### src/include/scb_pkg.sv
// Constants and types for the slope-compensation configuration bank
// ============================================================
// Summary of operation
// - Reserved upper bits of every bank register ignore writes and read zero.
// - Four, three, two phase rates carry a four-bit capacitor code at 9:6.
// - Every rate register has a six-bit current code in bits 5:0.
// - Slew rate equals 16892 times current code over sixteen minus cap code.
// - Ten-bit clamp count, 5 ns steps, used while four phases run.
// - Separate ten-bit clamp count, 5 ns steps, used while three phases run.
// - Separate ten-bit clamp count, 5 ns steps, used while two phases run.
// - Separate ten-bit clamp count, 5 ns steps, for one-phase continuous mode.
// - When the active clamp timer expires the ramp stops and stays clamped.
// - One-phase continuous rate has one cap bit at 6, reserved 15:7.
// - Discontinuous rate holds only the current code; cap counts as zero.
// - These settings act on rail one only, never on the second rail.
// - Ten-bit clamp count, 5 ns steps, for one-phase discontinuous mode.
package scb_pkg;

  // ============================================================
  // Command codes (page 0)
  localparam logic [7:0] CMD_SLOPE_RATE_FOUR_PHASE     = 8'hD4;
  localparam logic [7:0] CMD_CLAMP_TIME_FOUR_PHASE     = 8'hD5;
  localparam logic [7:0] CMD_SLOPE_RATE_THREE_PHASE    = 8'hD6;
  localparam logic [7:0] CMD_CLAMP_TIME_THREE_PHASE    = 8'hD7;
  localparam logic [7:0] CMD_SLOPE_RATE_TWO_PHASE      = 8'hD8;
  localparam logic [7:0] CMD_CLAMP_TIME_TWO_PHASE      = 8'hD9;
  localparam logic [7:0] CMD_SLOPE_RATE_ONE_PHASE_CONT = 8'hDA;
  localparam logic [7:0] CMD_CLAMP_TIME_ONE_PHASE_CONT = 8'hDB;
  localparam logic [7:0] CMD_SLOPE_RATE_DISCONTINUOUS  = 8'hDC;
  localparam logic [7:0] CMD_CLAMP_TIME_DISCONTINUOUS  = 8'hDD;
  localparam int         NUM_REGS   = 10;
  localparam logic [2:0] BANK_PAGE  = 3'h0;

  // ============================================================
  // Writable-bit masks; everything else is reserved
  localparam logic [15:0] MASK_RATE_WIDE = 16'h03FF;
  localparam logic [15:0] MASK_RATE_1P   = 16'h007F;
  localparam logic [15:0] MASK_RATE_DCM  = 16'h003F;
  localparam logic [15:0] MASK_CLAMP     = 16'h03FF;
  localparam logic [15:0] REG_RESET_VAL  = 16'h0000;

  // ============================================================
  // Field positions
  localparam int CUR_LSB   = 0;
  localparam int CUR_W     = 6;
  localparam int CAP_LSB   = 6;
  localparam int CAP_W     = 4;
  localparam int CLAMP_W   = 10;

  // ============================================================
  // Slew-rate model and timing
  localparam logic [14:0] SLEW_GAIN     = 15'h41FC;  // 16892 V/s per code
  localparam logic [4:0]  CAP_FULL      = 5'h10;     // 16
  localparam int          SLEW_W        = 21;
  localparam int          CLK_PERIOD_PS = 5000;
  localparam int          CLAMP_STEP_NS = 5;
  localparam int          CLAMP_STEP_CYC =
    (CLAMP_STEP_NS * 1000 + CLK_PERIOD_PS - 1) / CLK_PERIOD_PS;

  // Operating point selects a register pair: index of rate register
  localparam logic [3:0] IDX_FOUR  = 4'h0;
  localparam logic [3:0] IDX_THREE = 4'h2;
  localparam logic [3:0] IDX_TWO   = 4'h4;
  localparam logic [3:0] IDX_ONE   = 4'h6;
  localparam logic [3:0] IDX_DCM   = 4'h8;

  typedef enum logic [1:0] {
    SCB_RAMP  = 2'b01,
    SCB_CLAMP = 2'b10
  } scb_ramp_e;

endpackage

### src/logic/scb_config_bank.sv
// Rail one slope-compensation register bank with ramp clamp timer
module scb_config_bank
  import scb_pkg::*;
#(
  parameter int STEP_CYCLES = CLAMP_STEP_CYC
)(
  input  wire logic                 sys_clk,
  input  wire logic                 rst,
  // Management-bus command port (decoded command code and page)
  input  wire logic [2:0]           cmdPage,
  input  wire logic [7:0]           cmdCode,
  input  wire logic                 cmdWrite,
  input  wire logic                 cmdRead,
  input  wire logic [15:0]          cmdWrData,
  output logic      [15:0]          cmdRdData,
  output logic                      cmdAck,
  output logic                      cmdHit,
  // Rail one operating point from the core
  input  wire logic [2:0]           rail1PhaseCount,
  input  wire logic                 rail1Discontinuous,
  input  wire logic                 rail1SlopeReset,
  // Settings driven to the rail one slope generator
  output logic [CAP_W-1:0]          slope_capacitor_code,
  output logic [CUR_W-1:0]          slopeCurrentCode,
  output logic [SLEW_W-1:0]         slopeSlewRate,
  output logic [CLAMP_W-1:0]        ramp_clamp_count,
  output logic                      rampActive,
  output logic                      rampClamped
);

  // ============================================================
  // Elaboration checks
  if (STEP_CYCLES < 1)
    $error("STEP_CYCLES must be at least one");

  // The step divider is 16 bits wide, so longer steps cannot be counted
  if (STEP_CYCLES > 65536)
    $error("STEP_CYCLES must fit the step divider");

  // The pair decode assumes ten words, a rate then a clamp per point
  if (NUM_REGS != 10)
    $error("NUM_REGS must be ten for the pair decode");

  // ============================================================
  // Helper functions

  // Writable bits per register index; reserved bits stay zero
  // Odd indices are clamp counts, even ones slope-rate registers
  function automatic logic [15:0] regMask(input logic [3:0] idx);
    logic [15:0] m;
    m = MASK_CLAMP;
    if (!idx[0])
    begin
      case (idx)
        IDX_ONE: m = MASK_RATE_1P;
        IDX_DCM: m = MASK_RATE_DCM;
        default: m = MASK_RATE_WIDE;
      endcase
    end
    return m;
  endfunction

  // Slew model: gain * current / (16 - cap)
  // Worst numerator is 16892 * 63, which still fits the 21-bit result;
  // the cap code stops at 15, so the divisor is never zero
  function automatic logic [SLEW_W-1:0] slewOf(
    input logic [CUR_W-1:0] cur,
    input logic [CAP_W-1:0] cap
  );
    logic [SLEW_W-1:0] num;
    logic [SLEW_W-1:0] den;
    num = SLEW_W'(SLEW_GAIN) * SLEW_W'(cur);
    den = SLEW_W'(CAP_FULL) - SLEW_W'(cap);
    return num / den;
  endfunction

  // ============================================================
  // Register storage and command decode
  // Ten 16-bit words held in flops; too few for a memory macro to pay,
  // and flops let the generator read two words in the same cycle
  logic [15:0] regs_q [NUM_REGS];
  logic [15:0] regs_d [NUM_REGS];
  logic [15:0] rdData_q;
  logic [15:0] rdData_d;
  logic        ack_q;
  logic        ack_d;
  logic        hit_q;
  logic        hit_d;
  logic        inRange;
  logic [3:0]  cmdIdx;
  logic [7:0]  cmdOff;

  // Only page 0 codes D4h..DDh belong to this bank
  // Codes below D4h wrap in the subtraction; inRange keeps them out
  always_comb
  begin
    cmdOff  = cmdCode - CMD_SLOPE_RATE_FOUR_PHASE;
    cmdIdx  = cmdOff[3:0];
    inRange = (cmdPage == BANK_PAGE)
            && (cmdCode >= CMD_SLOPE_RATE_FOUR_PHASE)
            && (cmdCode <= CMD_CLAMP_TIME_DISCONTINUOUS);
  end

  // Writes keep only the defined field bits
  // Masking on entry means no later reader can see a reserved bit,
  // so neither the read path nor the generator needs its own gating
  always_comb
  begin
    for (int i = 0; i < NUM_REGS; i++)
      regs_d[i] = regs_q[i];
    if (cmdWrite && inRange)
      regs_d[cmdIdx] = cmdWrData & regMask(cmdIdx);
  end

  // Reads answer one cycle later; unmapped codes return zero
  // Read data holds until the next read, for a host that samples late;
  // a write never disturbs it
  always_comb
  begin
    ack_d    = cmdWrite || cmdRead;
    hit_d    = inRange && (cmdWrite || cmdRead);
    rdData_d = rdData_q;
    if (cmdRead)
      rdData_d = inRange ? (regs_q[cmdIdx] & regMask(cmdIdx))
                         : 16'h0000;
  end

  // Bank registers
  // All words reset to zero: the smallest rate and the shortest clamp,
  // so an unconfigured rail clamps at once instead of ramping freely
  always_ff @(posedge sys_clk or posedge rst)
  begin
    if (rst)
    begin
      for (int i = 0; i < NUM_REGS; i++)
        regs_q[i] <= REG_RESET_VAL;
      rdData_q <= 16'h0000;
      ack_q    <= 1'b0;
      hit_q    <= 1'b0;
    end
    else
    begin
      for (int i = 0; i < NUM_REGS; i++)
        regs_q[i] <= regs_d[i];
      rdData_q <= rdData_d;
      ack_q    <= ack_d;
      hit_q    <= hit_d;
    end
  end

  // Bus answers come straight from flops
  assign cmdRdData = rdData_q;
  assign cmdAck    = ack_q;
  assign cmdHit    = hit_q;

  // ============================================================
  // Operating-point selection; phase counts above four use the
  // four-phase pair since no other pair exists in this bank.
  // A mode change mid-ramp applies the new limit one cycle later; the elapsed
  // count is kept, so the ramp is not restarted by the change
  logic [3:0]         selIdx;
  logic [15:0]        selRate;
  logic [15:0]        selClamp;

  always_comb
  begin
    if (rail1Discontinuous)
      selIdx = IDX_DCM;
    else
    begin
      case (rail1PhaseCount)
        3'h1:    selIdx = IDX_ONE;
        3'h2:    selIdx = IDX_TWO;
        3'h3:    selIdx = IDX_THREE;
        default: selIdx = IDX_FOUR;
      endcase
    end
    selRate  = regs_q[selIdx];
    selClamp = regs_q[selIdx + 4'h1];
  end

  // Settings go to the rail one generator only
  // The second rail has no port here, so nothing in this bank reaches it
  logic [CAP_W-1:0]   cap_q;
  logic [CAP_W-1:0]   cap_d;
  logic [CUR_W-1:0]   cur_q;
  logic [CUR_W-1:0]   cur_d;
  logic [SLEW_W-1:0]  slew_q;
  logic [SLEW_W-1:0]  slew_d;
  logic [CLAMP_W-1:0] limit_q;
  logic [CLAMP_W-1:0] limit_d;

  // Masked storage makes the one-phase cap a single bit and DCM cap zero
  // so no extra gating is needed on the selected fields
  always_comb
  begin
    cap_d   = selRate[CAP_LSB +: CAP_W];
    cur_d   = selRate[CUR_LSB +: CUR_W];
    slew_d  = slewOf(cur_d, cap_d);
    limit_d = selClamp[CLAMP_W-1:0];
  end

  // Registered so the divider path never reaches the outputs
  // Costs one cycle of latency after a mode or register change
  always_ff @(posedge sys_clk or posedge rst)
  begin
    if (rst)
    begin
      cap_q   <= '0;
      cur_q   <= '0;
      slew_q  <= '0;
      limit_q <= '0;
    end
    else
    begin
      cap_q   <= cap_d;
      cur_q   <= cur_d;
      slew_q  <= slew_d;
      limit_q <= limit_d;
    end
  end

  // Generator settings, all from flops
  assign slope_capacitor_code = cap_q;
  assign slopeCurrentCode     = cur_q;
  assign slopeSlewRate        = slew_q;
  assign ramp_clamp_count     = limit_q;

  // ============================================================
  // Clamp timer: one count per 5 ns step after each slope reset
  // The limit is read live each cycle, so a register write during
  // a ramp moves the clamp point; a limit of zero clamps at once
  scb_ramp_e          state_q;
  scb_ramp_e          state_d;
  logic [CLAMP_W-1:0] elapsed_q;
  logic [CLAMP_W-1:0] elapsed_d;
  logic [15:0]        div_q;
  logic [15:0]        div_d;
  logic               stepEn;

  // Step divider restarts with the ramp so every step is whole
  // With a one-cycle step the divider stays at zero and stepEn is
  // always high, which costs nothing and keeps one code path
  always_comb
  begin
    stepEn = (div_q == 16'(STEP_CYCLES - 1));
    if (rail1SlopeReset || stepEn)
      div_d = 16'h0000;
    else
      div_d = div_q + 16'h0001;
  end

  // Ramp grows until the selected count expires, then holds
  // Lowering the limit below the elapsed count clamps on the next
  // cycle; only a slope reset can release the clamp
  always_comb
  begin
    state_d   = state_q;
    elapsed_d = elapsed_q;
    if (rail1SlopeReset)
    begin
      state_d   = SCB_RAMP;
      elapsed_d = '0;
    end
    else
    begin
      case (state_q)
        SCB_RAMP:
        begin
          if (elapsed_q >= limit_q)
            state_d = SCB_CLAMP;
          else if (stepEn)
            elapsed_d = elapsed_q + 1'b1;
        end
        SCB_CLAMP: state_d = SCB_CLAMP;
        default:   state_d = SCB_CLAMP;
      endcase
    end
  end

  // Starts clamped so no ramp runs before the first reset
  // The state flop is the only source of both ramp outputs
  always_ff @(posedge sys_clk or posedge rst)
  begin
    if (rst)
    begin
      state_q   <= SCB_CLAMP;
      elapsed_q <= '0;
      div_q     <= 16'h0000;
    end
    else
    begin
      state_q   <= state_d;
      elapsed_q <= elapsed_d;
      div_q     <= div_d;
    end
  end

  // Ramp status straight from the one-hot state register
  assign rampActive  = (state_q == SCB_RAMP);
  assign rampClamped = (state_q == SCB_CLAMP);

endmodule // scb_config_bank

### config.mk
export PLATFORM = sky130hd
export DESIGN_NAME = scb_config_bank
export DESIGN_NICKNAME = d
export VERILOG_FILES = /design/src/include/scb_pkg.sv /design/src/logic/scb_config_bank.sv
export SDC_FILE = /design/constraint.sdc
export NUM_CORES = 1
export LEC_CHECK = 0
export ABC_AREA = 1
export BUFFER_PORTS_ARGS = -buffer_cell sky130_fd_sc_hd__buf_4
export CORE_UTILIZATION = 45
export CTS_CLUSTER_DIAMETER = 200
export DETAILED_ROUTE_END_ITERATION = 12
export PLACE_DENSITY_LB_ADDON = 0.15
export SLEW_MARGIN = 20
export SYNTH_ARGS = -nofsm -noshare
export SYNTH_HDL_FRONTEND = slang
export SYNTH_SLANG_ARGS = --single-unit
### constraint.sdc
create_clock -name sys_clk -period 51.1 [get_ports sys_clk]
set_clock_uncertainty 0.05 [all_clocks]
set_input_delay 2.555 -clock sys_clk [delete_from_list [all_inputs] [get_ports sys_clk]]
set_output_delay 2.555 -clock sys_clk [all_outputs]
set_load 0.1 [all_outputs]
==> results of run 1 <==
[per-layer routing]
metal  share of wire (%)  routed length [um]  GRT usage (%)  up-vias
met5                   0                   0              0        -
met4                 1.7                1150           5.47        0
met3                 4.6                3200           3.86       57
met2                  46               31600           41.3      483
met1                  48               33200           34.3    10800
li1                    -                   -              -    12400
[worst min-delay path, cell delays in order (launching register included)]
cell     delay [ns]
dfrtp_1        0.35
nand2_1        0.05
inv_1          0.04
[synthesized netlist by cell type, drive strengths merged (43+ instances only)]
| cell type | n | area share (%) |
|---|---|---|
| o21ai | 293 | 6.2 |
| inv | 507 | 7.9 |
| dfrtp | 180 | 18 |
| nor2 | 415 | 8.0 |
| nand3 | 385 | 10 |
| a21oi | 118 | 2.5 |
| nand4 | 113 | 3.4 |
| nor3 | 59 | 1.4 |
| ha | 142 | 7.3 |
| nand2 | 1127 | 20 |
| clkbuf | 54 | 1.5 |
| xnor2 | 43 | 1.5 |
| xor2 | 84 | 3.1 |
[registers in the layout, indices dropped and copies added (netlist names), 4 cells and up]
signal	flops
regs_q	100
cmdRdData	10
elapsed_q	10
slopeSlewRate	21
div_q	16
ramp_clamp_count	10
slopeCurrentCode	6
slope_capacitor_code	4
[worst max-delay path by stage]
| stage | from | end | slack, ns | cells after the start |
|---|---|---|---|---|
| after floorplan | rail1Discontinuous | slopeSlewRate[0] | 11.50 | 259 |
| after global placement | rail1Discontinuous | slopeSlewRate[0] | 2.38 | 241 |
| after detailed placement | rail1Discontinuous | slopeSlewRate[0] | 2.25 | 242 |
| after CTS | rail1Discontinuous | slopeSlewRate[0] | 2.63 | 242 |
| after global routing | rail1Discontinuous | slopeSlewRate[0] | 0.09 | 241 |
| final | rail1Discontinuous | slopeSlewRate[0] | 4.80 | 241 |
[per-stage QoR]
| step | hold slack [ns] | instances | utilization, % | cell area [sq um] |
|---|---|---|---|---|
| global route | 0.454 | 4502 | 48.5 | 26100 |
| floorplan | 0.386 | 3767 | - | 24500 |
| global placement | 0.399 | 4469 | 47.1 | 25300 |
| CTS | 0.427 | 4501 | 48.3 | 26000 |
| detailed placement | 0.403 | 4469 | 47.1 | 25300 |
| finish | 0.427 | 4502 | 48.5 | 26100 |
[cell type report]
type / count / share of cell area, %
inverters: 518 / 7.67
well taps: 696 / 3.34
clock inverters: 15 / 0.940
multi-input cells: 2979 / 66.2
flip-flops and latches: 181 / 17.4
repair buffers: 96 / 2.84
clock buffers: 17 / 1.63
[cell families (layout without fill, tap and decap cells)]
| family | Yosys count | after routing | share of synthesized area (%) |
|---|---|---|---|
| AO/OA/AOI/OAI | 530 | 530 | 12.3 |
| XOR/XNOR | 127 | 127 | 4.64 |
| adder cells (fa/ha/maj) | 157 | 157 | 8.49 |
| buffers and inverters | 607 | 646 | 11.2 |
| flip-flops | 181 | 181 | 18.5 |
| other | 1 | 6 | 0.0153 |
| AND/OR/NAND/NOR | 2159 | 2159 | 44.8 |
==> PnR_summary.wiki, run 1 <==
{| class="wikitable"
! Metric !! Value
|-
| Number of global-route vias before repair || 22100
|-
| Wire length per cell after detailed routing || 15.4 um
|-
| Worst-case headroom to the max-slew limit || 35.2%
|-
| Post-cts gate resize count || 0
|-
| Wire length of the first global-routing pass || 113 mm
|-
| Number of H-tree levels || 4
|-
| Worst r2r src || regs_q[53]
|-
| Family of cells with the greatest summed delay on the critical path || simple AND/OR/NAND/NOR gates
|-
| Setup crit end kind || flop
|-
| Number of instances on the worst hold path || 2
|-
| Total routed wirelength || 69.2 mm
|-
| Count of mapped cells out of synthesis || 3762
|-
| Hold buffers post-CTS || 0
|-
| Pin count of the biggest net entering global routing || 107
|-
| Category of the most critical setup path || in2reg
|-
| Post-route setup slack || 4.80 ns
|-
| Netlist cell types || 80
|-
| Area growth syn-to-layout || 6.59%
|-
| IO buf count || 84
|-
| Worst min-delay path endpoint || regs_q[25]
|-
| Clock tree from TritonCTS || yes
|-
| Gr usage total || 25.0%
|-
| Arrival time worst endpoint || 46.62 ns
|-
| Filler cell count || 5646
|-
| Cell repeated most along the worst path || inv_1
|-
| Later-pin clock latency in the skew report || 0.50 ns
|-
| Result of the run || finished, final reports clean
|-
| DRC || 0
|-
| Post-synthesis area per instance || 6.51 sq um
|-
| Hold Violations, Final || 0
|-
| Top-Level Pins || 97
|-
| Post-route fraction of the period consumed by the critical path || 90.6%
|-
| FF/Latch Area || 0.00453 sq mm
|-
| Final estimated routing congestion in global placement || 0.878
|-
| Net total in the final layout || 3986
|-
| Count of flip-flops with a built-in enable after synthesis || 0
|-
| Antenna diode count || 0
|-
| Number of buffers and inverters on the critical path || 45
|-
| Library cell contributing the largest single delay on the critical path || fa_1
|-
| Number of vias in the routed layout || 23800
|-
| Async set-reset flop share out of synthesis || 100%
|-
| Proportion of layout cells with a drive suffix above 1 || 15.5%
|-
| Final global-route overflow total || 0
|-
| Antenna-violating nets left || 0
|-
| Number of search-and-repair iterations in the first detailed-routing pass || 6
|-
| Crit Reg-Reg Endpoint || slopeSlewRate[0]
|-
| # rows || 85
|-
| Reg clk slew, reported paths || 0.07 ns
|-
| Die outline area || 0.0553 sq mm
|-
| Critical Path Fanout Max || 30
|-
| Worst-margin pin slew || 0.972 ns
|-
| Maximum buffer depth of the clock tree || 2
|-
| Total of warnings raised by yosys || 0
|-
| Number of maximum-capacitance violations || 0
|-
| Setup_tns || 0 ns
|-
| Area occupied by multi-input gates || 0.0173 sq mm
|-
| Worst Min Path Start || regs_q[25]
|-
| Clock tree root driver cell || clkbuf_16
|-
| HPWL Detailed || 53.2 mm
|-
| Setup repair after global routing missed its margin || false
|-
| Initial core utilization || 45.5%
|-
| Register bit total from synthesis || 181
|-
| Post-placement setup slack || 2.25 ns
|-
| Stage delay of the slowest cell on the critical path || 0.80 ns
|-
| R2r worst-path depth || 238
|-
| Die boundary width || 235 um
|-
| Category of the worst setup path launch point || input port
|-
| Required time of the critical path || 51.41 ns
|-
| Post-layout min period || 46.30 ns
|-
| Total clock buffers created by CTS || 17
|-
| Cell area after synthesis || 0.0245 sq mm
|-
| Postcts setup bufs || 0
|-
| Core Box Area || 0.0538 sq mm
|-
| Setup Viol. Count Final || 0
|-
| Most common cell after layout, fill and taps aside || nand2_1
|-
| Worst hold-check path type || reg2reg
|-
| First-iteration detailed-routing DRC count || 1569
|-
| Post-synthesis sequential area ratio || 18.5%
|-
| Highest-count cells in the layout ignoring fill and taps || nand2_1 (948), inv_1 (466), nor2_1 (323), nand3_1 (292), o21ai_0 (250)
|-
| Minimum setup slack among reg-to-reg paths || 7.47 ns
|-
| Initial antenna violation count || 0
|-
| Vert. Die Dim || 235 um
|-
| Final slew viol count || 0
|-
| F_max || 21.6 MHz
|-
| Drt via density || 5.28
|-
| Dominant register cell in the synthesized netlist || dfrtp_1
|-
| Clk sinks || 181
|}
Power of run 1 is left out: the tool's default activity adds up to more than one toggle a clock period on the data nets, which glitch-free logic cannot reach.
==> run 2: changes to the inputs <==
--- a/config.mk
+++ b/config.mk
@@ -10,6 +10,7 @@
 export CORE_UTILIZATION = 45
 export CTS_CLUSTER_DIAMETER = 200
 export DETAILED_ROUTE_END_ITERATION = 12
+export GPL_TIMING_DRIVEN = 0
 export PLACE_DENSITY_LB_ADDON = 0.15
 export SLEW_MARGIN = 20
 export SYNTH_ARGS = -nofsm -noshare
==> PnR_summary.wiki, run 2 (same netlist as run 1, synthesis figures left out) <==
{| class="wikitable"
! Metric !! Value
|-
| Worst hold-check path type || reg2reg
|-
| Number of H-tree levels || 4 (unchanged)
|-
| # rows || 85 (unchanged)
|-
| Die boundary width || 235 um (unchanged)
|-
| Crit path from || rail1Discontinuous
|-
| Required time of the critical path || 51.41 ns (about the same)
|-
| Most common cell after layout, fill and taps aside || nand2_1
|-
| Gr usage total || 25.8% (+0.78 points)
|-
| Clock tree root driver cell || clkbuf_16
|-
| Wire length per cell after detailed routing || 15.7 um (+2.3%)
|-
| Initial core utilization || 45.5% (unchanged)
|-
| Setup Viol. Count Final || 0 (unchanged)
|-
| Final slew viol count || 0 (unchanged)
|-
| Die outline area || 0.0553 sq mm (unchanged)
|-
| Worst-margin pin slew || 0.962 ns (-0.00930 ns)
|-
| Post-layout min period || 46.79 ns (+0.490 ns)
|-
| Library cell contributing the largest single delay on the critical path || fa_1
|-
| Hold Violations, Final || 0 (unchanged)
|-
| F_max || 21.4 MHz (-1.0%)
|-
| Clk sinks || 181 (unchanged)
|-
| Later-pin clock latency in the skew report || 0.49 ns (about the same)
|-
| Proportion of layout cells with a drive suffix above 1 || 16.2% (+0.74 points)
|-
| Antenna-violating nets left || 0 (unchanged)
|-
| Critical Path Fanout Max || 10 (-67%)
|-
| Top-Level Pins || 97 (unchanged)
|-
| Postcts setup bufs || 0 (unchanged)
|-
| Number of search-and-repair iterations in the first detailed-routing pass || 6 (unchanged)
|-
| Antenna diode count || 0 (unchanged)
|-
| Final global-route overflow total || 0 (unchanged)
|-
| Category of the most critical setup path || in2reg
|-
| Arrival time worst endpoint || 47.10 ns (+0.48 ns)
|-
| Category of the worst setup path launch point || input port
|-
| Number of maximum-capacitance violations || 0 (unchanged)
|-
| Clock tree from TritonCTS || yes
|-
| Worst r2r src || regs_q[113]
|-
| DRC || 0 (unchanged)
|-
| Hold slack || 0.423 ns (-0.00356 ns)
|-
| IO buf count || 83 (-1.2%)
|-
| Highest-count cells in the layout ignoring fill and taps || nand2_1 (949), inv_1 (464), nor2_1 (324), nand3_1 (292), o21ai_0 (252)
|-
| HPWL Detailed || 57.4 mm (+7.9%)
|-
| Worst Min Path Start || elapsed_q[9]
|-
| Vert. Die Dim || 235 um (unchanged)
|-
| Setup_tns || 0 ns (unchanged)
|-
| Setup repair after global routing missed its margin || false
|-
| Reg clk slew, reported paths || 0.07 ns (about the same)
|-
| Total routed wirelength || 72.1 mm (+4.1%)
|-
| Maximum buffer depth of the clock tree || 2 (unchanged)
|-
| Post-route fraction of the period consumed by the critical path || 91.6% (+0.96 points)
|-
| Result of the run || finished, final reports clean
|-
| First-iteration detailed-routing DRC count || 1737 (+11%)
|-
| Wire length of the first global-routing pass || 116 mm (+2.1%)
|-
| Final estimated routing congestion in global placement || 0.925 (+5.4%)
|-
| Drt via density || 5.28 (-0.11%)
|-
| Net total in the final layout || 4065 (+2.0%)
|-
| Worst-case headroom to the max-slew limit || 35.8% (+0.62 points)
|-
| Total clock buffers created by CTS || 17 (unchanged)
|-
| Number of vias in the routed layout || 24200 (+1.6%)
|-
| Core Box Area || 0.0538 sq mm (unchanged)
|-
| Most flops, register || regs_q
|-
| Stage delay of the slowest cell on the critical path || 0.55 ns (-0.25 ns)
|-
| Initial antenna violation count || 0 (unchanged)
|-
| Area growth syn-to-layout || 8.99%
|-
| Setup crit end kind || flop
|-
| Pin count of the biggest net entering global routing || 88 (-18%)
|-
| Number of global-route vias before repair || 22000 (-0.33%)
|-
| Flip-flop count of the largest register after layout || 100 (unchanged)
|}
run 2: final cells by class:
class / instances / area [sq um]
Buffer: 89 / 758
Clock buffer: 17 / 425
Clock inverter: 15 / 174
Fill cell: 5683 / 27100
Inverter: 518 / 2000
Multi-Input combinational cell: 2979 / 17200
Sequential cell: 181 / 4530
Tap cell: 696 / 871
Timing Repair Buffer: 86 / 686
run 2: path summary, 6_finish.rpt:
check,end,slack [ns],cells after the start
setup reg to reg,slopeSlewRate[0],6.88,251
hold reg to reg,elapsed_q[9],0.42,1
hold / removal,elapsed_q[9],0.42,1
max in group asynchronous,regs_q[115],47.93,4
setup / recovery,slopeSlewRate[0],4.31,257
min in group asynchronous,div_q[9],1.93,2
run 2: metrics by stage:
stage / utilization, % / setup WS [ns] / area, sq um / cells
6_report: 49.6 / 4.31 / 26700 / 4581
5_1_grt: 49.6 / 0.0493 / 26700 / 4581
4_1_cts: 49.5 / 3.81 / 26700 / 4581
3_5_place_dp: 48.4 / 3.45 / 26100 / 4549
3_3_place_gp: 48.3 / 2.86 / 26000 / 4546
2_1_floorplan: - / 11.50 / 24500 / 3767
run 2: routing by layer:
| layer | vias to the layer above | global-route usage (%) | routed length, um |
|---|---|---|---|
| met1 | 11000 | 35.8 | 34200 |
| met5 | - | 0 | 0 |
| met3 | 76 | 3.72 | 3720 |
| met4 | 0 | 6.22 | 1310 |
| li1 | 12600 | - | - |
| met2 | 555 | 42.0 | 32800 |
run 2: critical path: cells and delay by family:
family | cells | cell delay (ns)
AND/OR/NAND/NOR | 105 | 13.48
AO/OA/AOI/OAI | 55 | 12.21
adder cells (fa/ha/maj) | 24 | 8.77
buffers and inverters | 65 | 8.37
XOR/XNOR | 8 | 1.62
run 2: repair_timing:
item | 4_1_cts | 5_1_grt
hold buffers | 0 | 0
resized for setup | 0 | 5
endpoints found under the setup margin | 0 | 1
Power of run 2 is left out for the same reason.
